===== src/core/tmc_defs.svh =====
// Offsets, field positions, reset values and scale figures of the main configuration bank.
`ifndef TMC_DEFS_SVH
`define TMC_DEFS_SVH

// ==========================================================================
// Register offsets (byte addresses within the bank).
`define TMC_OFS_STATE_BAND 2'h0
`define TMC_OFS_MOD_PATH 2'h1
`define TMC_OFS_DEV_CODE 2'h2
`define TMC_OFS_BR_CODE 2'h3

// ==========================================================================
// Field positions, byte 0.
`define TMC_STATE_MSB 7
`define TMC_STATE_LSB 5
`define TMC_BAND_MSB 4
`define TMC_BAND_LSB 3
`define TMC_TRIM_MSB 2
`define TMC_TRIM_LSB 1
`define TMC_DIVSEL_BIT 0

// Field positions, byte 1.
`define TMC_MOD_MSB 7
`define TMC_MOD_LSB 6
`define TMC_PATH_LSB_BIT 5
`define TMC_SLICER_MSB 4
`define TMC_SLICER_LSB 3
`define TMC_PATH_MSB_BIT 2
`define TMC_IFGAIN_MSB 1
`define TMC_IFGAIN_LSB 0

// Field positions, byte 3.
`define TMC_BR_RES_BIT 7
`define TMC_BR_MSB 6
`define TMC_BR_LSB 0

// ==========================================================================
// Reset values of the four bytes.
`define TMC_RST_STATE_BAND 8'h28
`define TMC_RST_MOD_PATH 8'h88
`define TMC_RST_DEV_CODE 8'h03
`define TMC_RST_BR_CODE 8'h07

// ==========================================================================
// Scale figures: IF step in tenths of a dB, divisor shifts (32 and 64).
`define TMC_IF_STEP_TENTH_DB 8'h2D
`define TMC_DEV_SHIFT 5
`define TMC_BR_SHIFT 6

`endif


===== src/core/tmc_pkg.sv =====
// Types shared by the main configuration bank modules.
package tmc_pkg;

    // ======================================================================
    // Decoded operating state.
    typedef enum logic [2:0] {
        TMC_ST_SLEEP,
        TMC_ST_STANDBY,
        TMC_ST_SYNTH_ONLY,
        TMC_ST_RX,
        TMC_ST_TX,
        TMC_ST_UNLISTED
    } tmc_op_state_t;

    // Decoded modulation type.
    typedef enum logic [1:0] {
        TMC_MOD_OOK,
        TMC_MOD_FSK,
        TMC_MOD_UNLISTED
    } tmc_mod_t;

    // Decoded data-path mode.
    typedef enum logic [1:0] {
        TMC_PATH_CONTINUOUS,
        TMC_PATH_BUFFERED,
        TMC_PATH_PACKET
    } tmc_path_t;

    // Decoded on-off slicer threshold kind.
    typedef enum logic [1:0] {
        TMC_SLC_FIXED,
        TMC_SLC_PEAK,
        TMC_SLC_AVERAGE,
        TMC_SLC_RESERVED
    } tmc_slicer_t;

    // Whole state of the register bank.
    typedef struct packed {
        logic [7:0] state_band;
        logic [7:0] mod_path;
        logic [7:0] dev_code;
        logic [7:0] br_code;
        logic [7:0] rdata;
        logic [13:0] dev_div;
        logic [13:0] br_div;
    } tmc_state_t;

endpackage


===== src/core/tmc_field_decode.sv =====
// Decoder from the raw bytes 0 and 1 to operating controls.
`timescale 1ns/100ps
`include "tmc_defs.svh"

module tmc_field_decode (
    input wire logic [7:0] state_band_i,
    input wire logic [7:0] mod_path_i,
    output tmc_pkg::tmc_op_state_t op_state_o,
    output tmc_pkg::tmc_mod_t modulation_o,
    output tmc_pkg::tmc_path_t datapath_o,
    output tmc_pkg::tmc_slicer_t onoff_slicer_kind_o,
    output logic [7:0] if_atten_tenth_db_o
);
    import tmc_pkg::*;

    logic [2:0] state_code;
    logic [1:0] mod_code;
    logic [1:0] slicer_code;
    logic [1:0] if_code;

    // ======================================================================
    // Field extraction.
    assign state_code = state_band_i[`TMC_STATE_MSB:`TMC_STATE_LSB];
    assign mod_code = mod_path_i[`TMC_MOD_MSB:`TMC_MOD_LSB];
    assign slicer_code = mod_path_i[`TMC_SLICER_MSB:`TMC_SLICER_LSB];
    assign if_code = mod_path_i[`TMC_IFGAIN_MSB:`TMC_IFGAIN_LSB];

    // Operating state; codes above transmit are flagged as unlisted.
    always_comb begin
        unique case (state_code)
            3'h0: op_state_o = TMC_ST_SLEEP; // [RULE1]
            3'h1: op_state_o = TMC_ST_STANDBY; // [RULE1]
            3'h2: op_state_o = TMC_ST_SYNTH_ONLY; // [RULE1]
            3'h3: op_state_o = TMC_ST_RX; // [RULE1]
            3'h4: op_state_o = TMC_ST_TX; // [RULE1]
            default: op_state_o = TMC_ST_UNLISTED;
        endcase
    end

    // Modulation type; codes 00 and 11 are flagged as unlisted.
    always_comb begin
        unique case (mod_code)
            2'h1: modulation_o = TMC_MOD_OOK; // [RULE4]
            2'h2: modulation_o = TMC_MOD_FSK; // [RULE4]
            default: modulation_o = TMC_MOD_UNLISTED;
        endcase
    end

    // Data path: the high bit forces packet mode whatever the low bit is.
    always_comb begin
        if (mod_path_i[`TMC_PATH_MSB_BIT]) begin
            datapath_o = TMC_PATH_PACKET; // [RULE5]
        end else if (mod_path_i[`TMC_PATH_LSB_BIT]) begin
            datapath_o = TMC_PATH_BUFFERED; // [RULE5]
        end else begin
            datapath_o = TMC_PATH_CONTINUOUS; // [RULE5]
        end
    end

    // Slicer threshold kind; all four codes are decodable.
    always_comb begin
        unique case (slicer_code)
            2'h0: onoff_slicer_kind_o = TMC_SLC_FIXED; // [RULE6]
            2'h1: onoff_slicer_kind_o = TMC_SLC_PEAK; // [RULE6]
            2'h2: onoff_slicer_kind_o = TMC_SLC_AVERAGE; // [RULE6]
            2'h3: onoff_slicer_kind_o = TMC_SLC_RESERVED; // [RULE6]
        endcase
    end

    // IF attenuation in tenths of a dB, 45 per step, at most 135.
    assign if_atten_tenth_db_o = {6'h00, if_code} * `TMC_IF_STEP_TENTH_DB; // [RULE7]

endmodule // tmc_field_decode


===== src/core/tmc_main_config_regs.sv =====
// Main configuration bank, bytes 0 to 3: storage, read-back and decoded controls.
`timescale 1ns/100ps
`include "tmc_defs.svh"

// ==========================================================================
// Summary of operation
// RULE1 - Byte 0 bits 7-5 select operating state.
// RULE2 - Byte 0 bits 2-1 oscillator fine trim.
// RULE3 - Byte 0 bit 0 selects divider set.
// RULE4 - Byte 1 bits 7-6: OOK or FSK.
// RULE5 - Bits 2 and 5 pick data-path mode.
// RULE6 - Byte 1 bits 4-3 slicer threshold kind.
// RULE7 - IF attenuation in 4.5 dB steps.
// RULE8 - Deviation divisor is 32 times (D+1).
// RULE9 - Bit-rate divisor is 64 times (C+1).
// RULE10 - Software writes only listed codes.
module tmc_main_config_regs (
    input wire logic clock_i,
    input wire logic rst_n_i,
    input wire logic wr_en_i,
    input wire logic rd_en_i,
    input wire logic [1:0] addr_i,
    input wire logic [7:0] wdata_i,
    output logic [7:0] rdata_o,
    output tmc_pkg::tmc_op_state_t op_state_o,
    output logic [1:0] band_sel_o,
    output logic [1:0] osc_fine_trim_o,
    output logic divider_set_sel_o,
    output tmc_pkg::tmc_mod_t modulation_o,
    output tmc_pkg::tmc_path_t datapath_o,
    output tmc_pkg::tmc_slicer_t onoff_slicer_kind_o,
    output logic [1:0] if_gain_step_o,
    output logic [7:0] if_atten_tenth_db_o,
    output logic [7:0] fsk_deviation_code_o,
    output logic [13:0] deviation_divisor_o,
    output logic [6:0] bitrate_divisor_o,
    output logic [13:0] bitrate_clock_divisor_o
);
    import tmc_pkg::*;

    tmc_state_t state_q;
    tmc_state_t state_d;
    logic [13:0] dev_plus_one;
    logic [13:0] br_plus_one;
    // Copy of the raw state field, used by the decode checks below.
    logic [2:0] rdata_chk_state;

    // ======================================================================
    // Next-state logic: byte writes, read-back capture and divisor update.
    always_comb begin
        state_d = state_q;
        dev_plus_one = 14'h0000;
        br_plus_one = 14'h0000;
        // A write lands at the next edge; software keeps codes listed.
        if (wr_en_i) begin // [RULE10]
            unique case (addr_i)
                `TMC_OFS_STATE_BAND: state_d.state_band = wdata_i; // [RULE1] [RULE2] [RULE3]
                `TMC_OFS_MOD_PATH: state_d.mod_path = wdata_i; // [RULE4] [RULE5] [RULE6] [RULE7]
                `TMC_OFS_DEV_CODE: state_d.dev_code = wdata_i; // [RULE8]
                `TMC_OFS_BR_CODE: state_d.br_code = wdata_i; // [RULE9]
            endcase
        end
        // A read captures the value held before any write of the same cycle.
        if (rd_en_i) begin
            unique case (addr_i)
                `TMC_OFS_STATE_BAND: state_d.rdata = state_q.state_band;
                `TMC_OFS_MOD_PATH: state_d.rdata = state_q.mod_path;
                `TMC_OFS_DEV_CODE: state_d.rdata = state_q.dev_code;
                `TMC_OFS_BR_CODE: state_d.rdata = state_q.br_code;
            endcase
        end
        // Divisors follow the stored codes in the same edge as the byte.
        dev_plus_one = {6'h00, state_d.dev_code} + 14'h0001;
        br_plus_one = {7'h00, state_d.br_code[`TMC_BR_MSB:`TMC_BR_LSB]} + 14'h0001;
        state_d.dev_div = dev_plus_one << `TMC_DEV_SHIFT; // [RULE8]
        state_d.br_div = br_plus_one << `TMC_BR_SHIFT; // [RULE9]
    end

    // ======================================================================
    // State register with synchronous reset to the documented defaults.
    always_ff @(posedge clock_i) begin
        if (!rst_n_i) begin
            state_q.state_band <= `TMC_RST_STATE_BAND; // [RULE1] [RULE2] [RULE3]
            state_q.mod_path <= `TMC_RST_MOD_PATH; // [RULE4] [RULE5] [RULE6] [RULE7]
            state_q.dev_code <= `TMC_RST_DEV_CODE; // [RULE8]
            state_q.br_code <= `TMC_RST_BR_CODE; // [RULE9]
            state_q.rdata <= 8'h00;
            state_q.dev_div <= 14'h0080;
            state_q.br_div <= 14'h0200;
        end else begin
            state_q <= state_d;
        end
    end

    // ======================================================================
    // Field decode of bytes 0 and 1.
    tmc_field_decode u_decode (
        .state_band_i(state_q.state_band),
        .mod_path_i(state_q.mod_path),
        .op_state_o(op_state_o),
        .modulation_o(modulation_o),
        .datapath_o(datapath_o),
        .onoff_slicer_kind_o(onoff_slicer_kind_o),
        .if_atten_tenth_db_o(if_atten_tenth_db_o)
    );

    // ======================================================================
    // Raw fields and divisors, all straight from flip-flops.
    assign rdata_o = state_q.rdata;
    assign band_sel_o = state_q.state_band[`TMC_BAND_MSB:`TMC_BAND_LSB];
    assign osc_fine_trim_o = state_q.state_band[`TMC_TRIM_MSB:`TMC_TRIM_LSB]; // [RULE2]
    assign divider_set_sel_o = state_q.state_band[`TMC_DIVSEL_BIT]; // [RULE3]
    assign if_gain_step_o = state_q.mod_path[`TMC_IFGAIN_MSB:`TMC_IFGAIN_LSB]; // [RULE7]
    assign fsk_deviation_code_o = state_q.dev_code; // [RULE8]
    assign deviation_divisor_o = state_q.dev_div; // [RULE8]
    assign bitrate_divisor_o = state_q.br_code[`TMC_BR_MSB:`TMC_BR_LSB]; // [RULE9]
    assign bitrate_clock_divisor_o = state_q.br_div; // [RULE9]
    assign rdata_chk_state = state_q.state_band[`TMC_STATE_MSB:`TMC_STATE_LSB];

    // ======================================================================
    // Checks on reset values, decode and divisor arithmetic.

    // After reset the bank shows standby, FSK, peak slicer and the default codes.
    a_reset_defaults: assert property (@(posedge clock_i) // [RULE1]
        !rst_n_i |=> (op_state_o == TMC_ST_STANDBY) && (modulation_o == TMC_MOD_FSK)
            && (onoff_slicer_kind_o == TMC_SLC_PEAK) && (datapath_o == TMC_PATH_CONTINUOUS)
            && (osc_fine_trim_o == 2'h0) && !divider_set_sel_o && (if_gain_step_o == 2'h0)
            && (fsk_deviation_code_o == 8'h03) && (bitrate_divisor_o == 7'h07))
        else $error("bank did not return to its defaults after reset");

    // Writing state code 011 to byte 0 shows receive on the next cycle.
    a_state_rx_write: assert property (@(posedge clock_i) disable iff (!rst_n_i) // [RULE1]
        (wr_en_i && (addr_i == 2'h0) && (wdata_i[7:5] == 3'h3)) |=> (op_state_o == TMC_ST_RX))
        else $error("state code 011 did not decode to receive");

    // Transmit is shown exactly while the state field holds 100.
    a_state_tx_decode: assert property (@(posedge clock_i) disable iff (!rst_n_i) // [RULE1]
        (op_state_o == TMC_ST_TX) == (rdata_chk_state == 3'h4))
        else $error("transmit decode does not match the state field");

    // The trim field follows the written bits 2-1.
    a_trim_follow: assert property (@(posedge clock_i) disable iff (!rst_n_i) // [RULE2]
        (wr_en_i && (addr_i == 2'h0)) |=> (osc_fine_trim_o == $past(wdata_i[2:1])))
        else $error("trim field did not follow the write");

    // The divider-set select follows the written bit 0.
    a_divsel_follow: assert property (@(posedge clock_i) disable iff (!rst_n_i) // [RULE3]
        (wr_en_i && (addr_i == 2'h0)) |=> (divider_set_sel_o == $past(wdata_i[0])))
        else $error("divider-set select wrong after write");

    // Without a write to byte 0 the divider-set select keeps its value.
    a_divsel_hold: assert property (@(posedge clock_i) disable iff (!rst_n_i) // [RULE3]
        !(wr_en_i && (addr_i == 2'h0)) |=> $stable(divider_set_sel_o))
        else $error("divider-set select changed without a write");

    // Code 01 in byte 1 bits 7-6 selects on-off keying.
    a_mod_ook: assert property (@(posedge clock_i) disable iff (!rst_n_i) // [RULE4]
        (wr_en_i && (addr_i == 2'h1) && (wdata_i[7:6] == 2'h1)) |=> (modulation_o == TMC_MOD_OOK))
        else $error("modulation code 01 not decoded as on-off keying");

    // Packet mode whenever bit 2 is set, whatever bit 5 holds.
    a_packet_mode: assert property (@(posedge clock_i) disable iff (!rst_n_i) // [RULE5]
        (wr_en_i && (addr_i == 2'h1) && wdata_i[2]) |=> (datapath_o == TMC_PATH_PACKET))
        else $error("bit 2 set but data path is not packet");

    // Buffered mode when bit 2 is low and bit 5 is high.
    a_buffered_mode: assert property (@(posedge clock_i) disable iff (!rst_n_i) // [RULE5]
        (wr_en_i && (addr_i == 2'h1) && !wdata_i[2] && wdata_i[5])
            |=> (datapath_o == TMC_PATH_BUFFERED))
        else $error("buffered data path not decoded");

    // Slicer code 10 selects average mode.
    a_slicer_avg: assert property (@(posedge clock_i) disable iff (!rst_n_i) // [RULE6]
        (wr_en_i && (addr_i == 2'h1) && (wdata_i[4:3] == 2'h2))
            |=> (onoff_slicer_kind_o == TMC_SLC_AVERAGE))
        else $error("slicer code 10 not decoded as average");

    // IF code 11 gives 13.5 dB of attenuation.
    a_if_atten: assert property (@(posedge clock_i) disable iff (!rst_n_i) // [RULE7]
        (if_gain_step_o == 2'h3) |-> (if_atten_tenth_db_o == 8'h87))
        else $error("IF code 11 not at 13.5 dB attenuation");

    // A deviation code write gives a divisor of 32 times the code plus one.
    a_dev_divisor: assert property (@(posedge clock_i) disable iff (!rst_n_i) // [RULE8]
        (wr_en_i && (addr_i == 2'h2))
            |=> (deviation_divisor_o == (({6'h00, $past(wdata_i)} + 14'h0001) * 14'h0020)))
        else $error("deviation divisor wrong after write");

    // A bit-rate code write gives a divisor of 64 times the code plus one.
    a_br_divisor: assert property (@(posedge clock_i) disable iff (!rst_n_i) // [RULE9]
        (wr_en_i && (addr_i == 2'h3))
            |=> (bitrate_clock_divisor_o
                == (({7'h00, $past(wdata_i[6:0])} + 14'h0001) * 14'h0040)))
        else $error("bit-rate divisor wrong after write");

    // A read of byte 2 returns the code held when the read was issued.
    a_read_back: assert property (@(posedge clock_i) disable iff (!rst_n_i) // [RULE8]
        rd_en_i && (addr_i == 2'h2) |=> (rdata_o == $past(fsk_deviation_code_o)))
        else $error("read-back of byte 2 wrong");

    // Synthesizer-only is shown exactly while the state field holds 010.
    a_state_synth: assert property (@(posedge clock_i) disable iff (!rst_n_i) // [RULE1]
        (op_state_o == TMC_ST_SYNTH_ONLY) == (rdata_chk_state == 3'h2))
        else $error("synthesizer-only decode does not match the state field");

    // Code 10 in byte 1 bits 7-6 selects frequency-shift keying.
    a_mod_fsk: assert property (@(posedge clock_i) disable iff (!rst_n_i) // [RULE4]
        (wr_en_i && (addr_i == 2'h1) && (wdata_i[7:6] == 2'h2)) |=> (modulation_o == TMC_MOD_FSK))
        else $error("modulation code 10 not decoded as frequency-shift keying");

    // Continuous mode when both path bits are low.
    a_continuous_mode: assert property (@(posedge clock_i) disable iff (!rst_n_i) // [RULE5]
        (wr_en_i && (addr_i == 2'h1) && !wdata_i[2] && !wdata_i[5])
            |=> (datapath_o == TMC_PATH_CONTINUOUS))
        else $error("continuous data path not decoded");

    // Slicer code 00 selects the fixed threshold.
    a_slicer_fixed: assert property (@(posedge clock_i) disable iff (!rst_n_i) // [RULE6]
        (wr_en_i && (addr_i == 2'h1) && (wdata_i[4:3] == 2'h0))
            |=> (onoff_slicer_kind_o == TMC_SLC_FIXED))
        else $error("slicer code 00 not decoded as fixed");

    // The deviation divisor holds while byte 2 is not written.
    a_dev_hold: assert property (@(posedge clock_i) disable iff (!rst_n_i) // [RULE8]
        !(wr_en_i && (addr_i == 2'h2)) |=> $stable(deviation_divisor_o))
        else $error("deviation divisor changed without a write");

    // The bit-rate divisor holds while byte 3 is not written.
    a_br_hold: assert property (@(posedge clock_i) disable iff (!rst_n_i) // [RULE9]
        !(wr_en_i && (addr_i == 2'h3)) |=> $stable(bitrate_clock_divisor_o))
        else $error("bit-rate divisor changed without a write");

endmodule // tmc_main_config_regs


===== config.mk =====
export PLATFORM = sky130hd
export DESIGN_NAME = tmc_main_config_regs
export DESIGN_NICKNAME = d
export VERILOG_FILES = /design/src/core/tmc_pkg.sv /design/src/core/tmc_field_decode.sv /design/src/core/tmc_main_config_regs.sv
export VERILOG_INCLUDE_DIRS = /design/src /design/src/core
export SDC_FILE = /design/constraint.sdc
export NUM_CORES = 1
export LEC_CHECK = 0
export BUFFER_PORTS_ARGS = -buffer_cell sky130_fd_sc_hd__buf_2
export CAP_MARGIN = 20
export CELL_PAD_IN_SITES_DETAIL_PLACEMENT = 0
export CELL_PAD_IN_SITES_GLOBAL_PLACEMENT = 2
export CORE_ASPECT_RATIO = 1.75
export CORE_MARGIN = 2
export CORE_UTILIZATION = 28
export CTS_CLUSTER_DIAMETER = 150
export DETAILED_ROUTE_END_ITERATION = 16
export PLACE_DENSITY = 0.83
export SLEW_MARGIN = 5
export SYNTH_ARGS = -nofsm -noshare
export SYNTH_HDL_FRONTEND = slang
export SYNTH_SLANG_ARGS = --single-unit

===== constraint.sdc =====
create_clock -name clock_i -period 1.55 [get_ports clock_i]
set_input_delay 0.2325 -clock clock_i [delete_from_list [all_inputs] [get_ports clock_i]]
set_output_delay 0.2325 -clock clock_i [all_outputs]
set_load 0.01 [all_outputs]

==> flow_metrics.tcl <==
set metrics [dict create \
    drt_iter0_markers 124 \
    cts_setup_buffers 0 \
    yosysTopAreaCell "dfxtp_1" \
    final_common_cell "buf_2" \
    setup-tns-final_ps 0 \
    cts_hold_buf 0 \
    ys_types 41 \
    hold_path.class "primary input to register" \
    fmax_mhz 694.0 \
    vias 2273 \
    critPathCaptureType "output port" \
    async_flop_share_pct 0 \
    fin_util_pct 33.42 \
    crit_path_start_kind "register" \
    htreeDepth 3 \
    crit_path_max_fanout 8 \
    arrival_ps 1210 \
    grt_antenna_before_repair 0 \
    drv_cap 0 \
    final_cell_count_no_fill 500 \
    fin_crit_ps 1441 \
    diodes 0 \
    yosys.area_share.simple_pct 14.51 \
    die_h_um 141.9 \
    layout_common_cells "buf_2, dfxtp_1, mux2i_1" \
    synth_top_area_share_pct 37.48 \
    avgSynthCellArea_um2 9.338 \
    row_count 50 \
    routedWlPerCell_um 16.21 \
    grt_pass1_vias 2333 \
    yosysWarnings 0 \
    start_util_pct 28.62 \
    drt-pass1-iter-count 5 \
    ant_nets 0 \
    numCtsBuffers 9 \
    die_area_um2 11760 \
    outcome "completed" \
    netlist_instances 326 \
    area_delta_synth_final_pct 16.77 \
    num_io_pins 89 \
    drv_slew 0 \
    synth_xor_area_share_pct 2.877 \
    grt_pass1_wl_mm 13.09 \
    ys_top_cells_by_area "dfxtp_1, buf_4, mux2i_1, mux4_2, nor2_1" \
    synth.area.mux_share_pct 19.07 \
    crit_type "register to output port" \
    cts_resized 1 \
    worst-endpoint-required_ps 1320 \
    power_mw 3.962 \
    synth_top_family_by_area "buffers and inverters" \
    p_leak_nw 1.755 \
    cts_tree "done" \
    clk_pin_slew_ps 50 \
    setup_viol 0 \
    place_congestion 0.8356 \
    synthAdderAreaFrac_pct 2.466 \
    grt_max_degree 18 \
    synth-edff-count 0 \
    viasPerCell 4.546 \
    ys_ff_latch 57 \
    drive_gt1_share_pct 35.95 \
    fp.coreArea_um2 10640 \
    clk_path_buf_depth 2 \
    io_buffers 77 \
    cts_sinks 57 \
    nNetsFinal 387 \
    ir_drop_mv 0.5210 \
    fin_worst_skew_ps 5.156 \
    synth_area_um2 3044 \
    final.period_utilization_pct 92.96 \
    holdWs_ps 167.0 \
    final-hold-violation-count 0 \
    synth_compound_area_share_pct 3.370 \
    drc 0 \
    clkLatencyLatePin_ps 330 \
    post-place-cells 486 \
    synthFlopType "dfxtp_1" \
    overflow 0 \
    synth_seq_area_share_pct 37.48 \
    post-dp-hpwl_mm 6.365 \
    rsz0062_at_grt "false" \
    cts_root_buffer "clkbuf_16" \
    die_w_um 82.82 \
    routed_wirelength_mm 8.106 \
    grt_util_all_layers_pct 14.48 \
    power.density_nw_per_um2 1115 \
]
synthesized netlist by cell type (2+ instances only):
| cell | number |
|---|---|
| xor2_1 | 6 |
| and3_1 | 2 |
| a21oi_1 | 6 |
| nor2b_1 | 2 |
| buf_2 | 5 |
| nand3_1 | 13 |
| nand2_1 | 30 |
| buf_4 | 66 |
| ha_1 | 6 |
| mux4_2 | 8 |
| nand3b_1 | 2 |
| nand4_1 | 3 |
| inv_1 | 9 |
| xnor2_1 | 4 |
| mux2i_1 | 34 |
| and2_1 | 4 |
| mux2_2 | 2 |
| nor3_1 | 3 |
| a21o_1 | 2 |
| dfxtp_1 | 57 |
| a211oi_1 | 3 |
| nor2_1 | 32 |
| clkbuf_1 | 9 |
worst max-delay path, stage by stage, from the launching register on:
cell and delay (ps):
dfxtp_2 380, inv_1 60, ha_1 280, inv_1 50, buf_2 120
layout make-up:
cell class                      count  area (um2)
Multi-Input combinational cell    186        1334
Fill cell                        1138        7081
Sequential cell                    57        1142
Inverter                           10       37.54
Tap cell                          130       162.7
Timing Repair Buffer              103       593.1
Clock buffer                       11       242.7
Clock inverter                      3       42.54
layer usage:
layer  global-route usage [%]  up-vias  share of wire (%)
met3                    3.944       16                5.3
li1                         -     1084                  -
met5                        0        -                  0
met4                    7.075        0                2.8
met2                    26.78       80                 56
met1                    14.89     1093                 36
flip-flops by register name, summed over array words and instances (netlist names), 3 cells and up:
| register | cells |
|---|---|
| bitrate_clock_divisor_o | 8 |
| bitrate_divisor_o | 7 |
| rdata_chk_state | 3 |
| deviation_divisor_o | 9 |
| fsk_deviation_code_o | 8 |
| state_q | 7 |
| rdata_o | 8 |
power breakdown:
part,internal [mW],total [mW],switching [mW]
Sequential,1.53,1.58,0.0467
Combinational,0.217,0.490,0.273
Clock,1.26,1.89,0.631
metrics by stage:
stage / area, um2 / setup WS, ps
final: 3555 / 109.1
after global routing: 3555 / 6.069
after CTS: 3550 / 83.00
after detailed placement: 3263 / -137.8
after global placement: 3263 / -111.3
after floorplan: 3082 / 10.77
cells by family (layout without fill, tap and decap cells):
family                   count (synthesis)  in the layout
AND/OR/NAND/NOR                         97             97
buffers and inverters                   93            127
flip-flops                              57             57
multiplexers                            46             46
AO/OA/AOI/OAI                           16             16
XOR/XNOR                                10             10
adder cells (fa/ha/maj)                  6              6
other                                    1             11
path summary, 6_finish.rpt:
kind | slack [ps] | cells after the start | startpoint | end
worst max-delay path | 110 | 4 | if_gain_step_o[0] | if_atten_tenth_db_o[3]
worst min-delay path | 170 | 2 | rst_n_i | deviation_divisor_o[7]
worst min register to register | 460 | 2 | state_q[43] | state_q[43]
worst max register to register | 140 | 4 | fsk_deviation_code_o[2] | deviation_divisor_o[11]
Note: power is estimated with default switching activity, not from simulation.
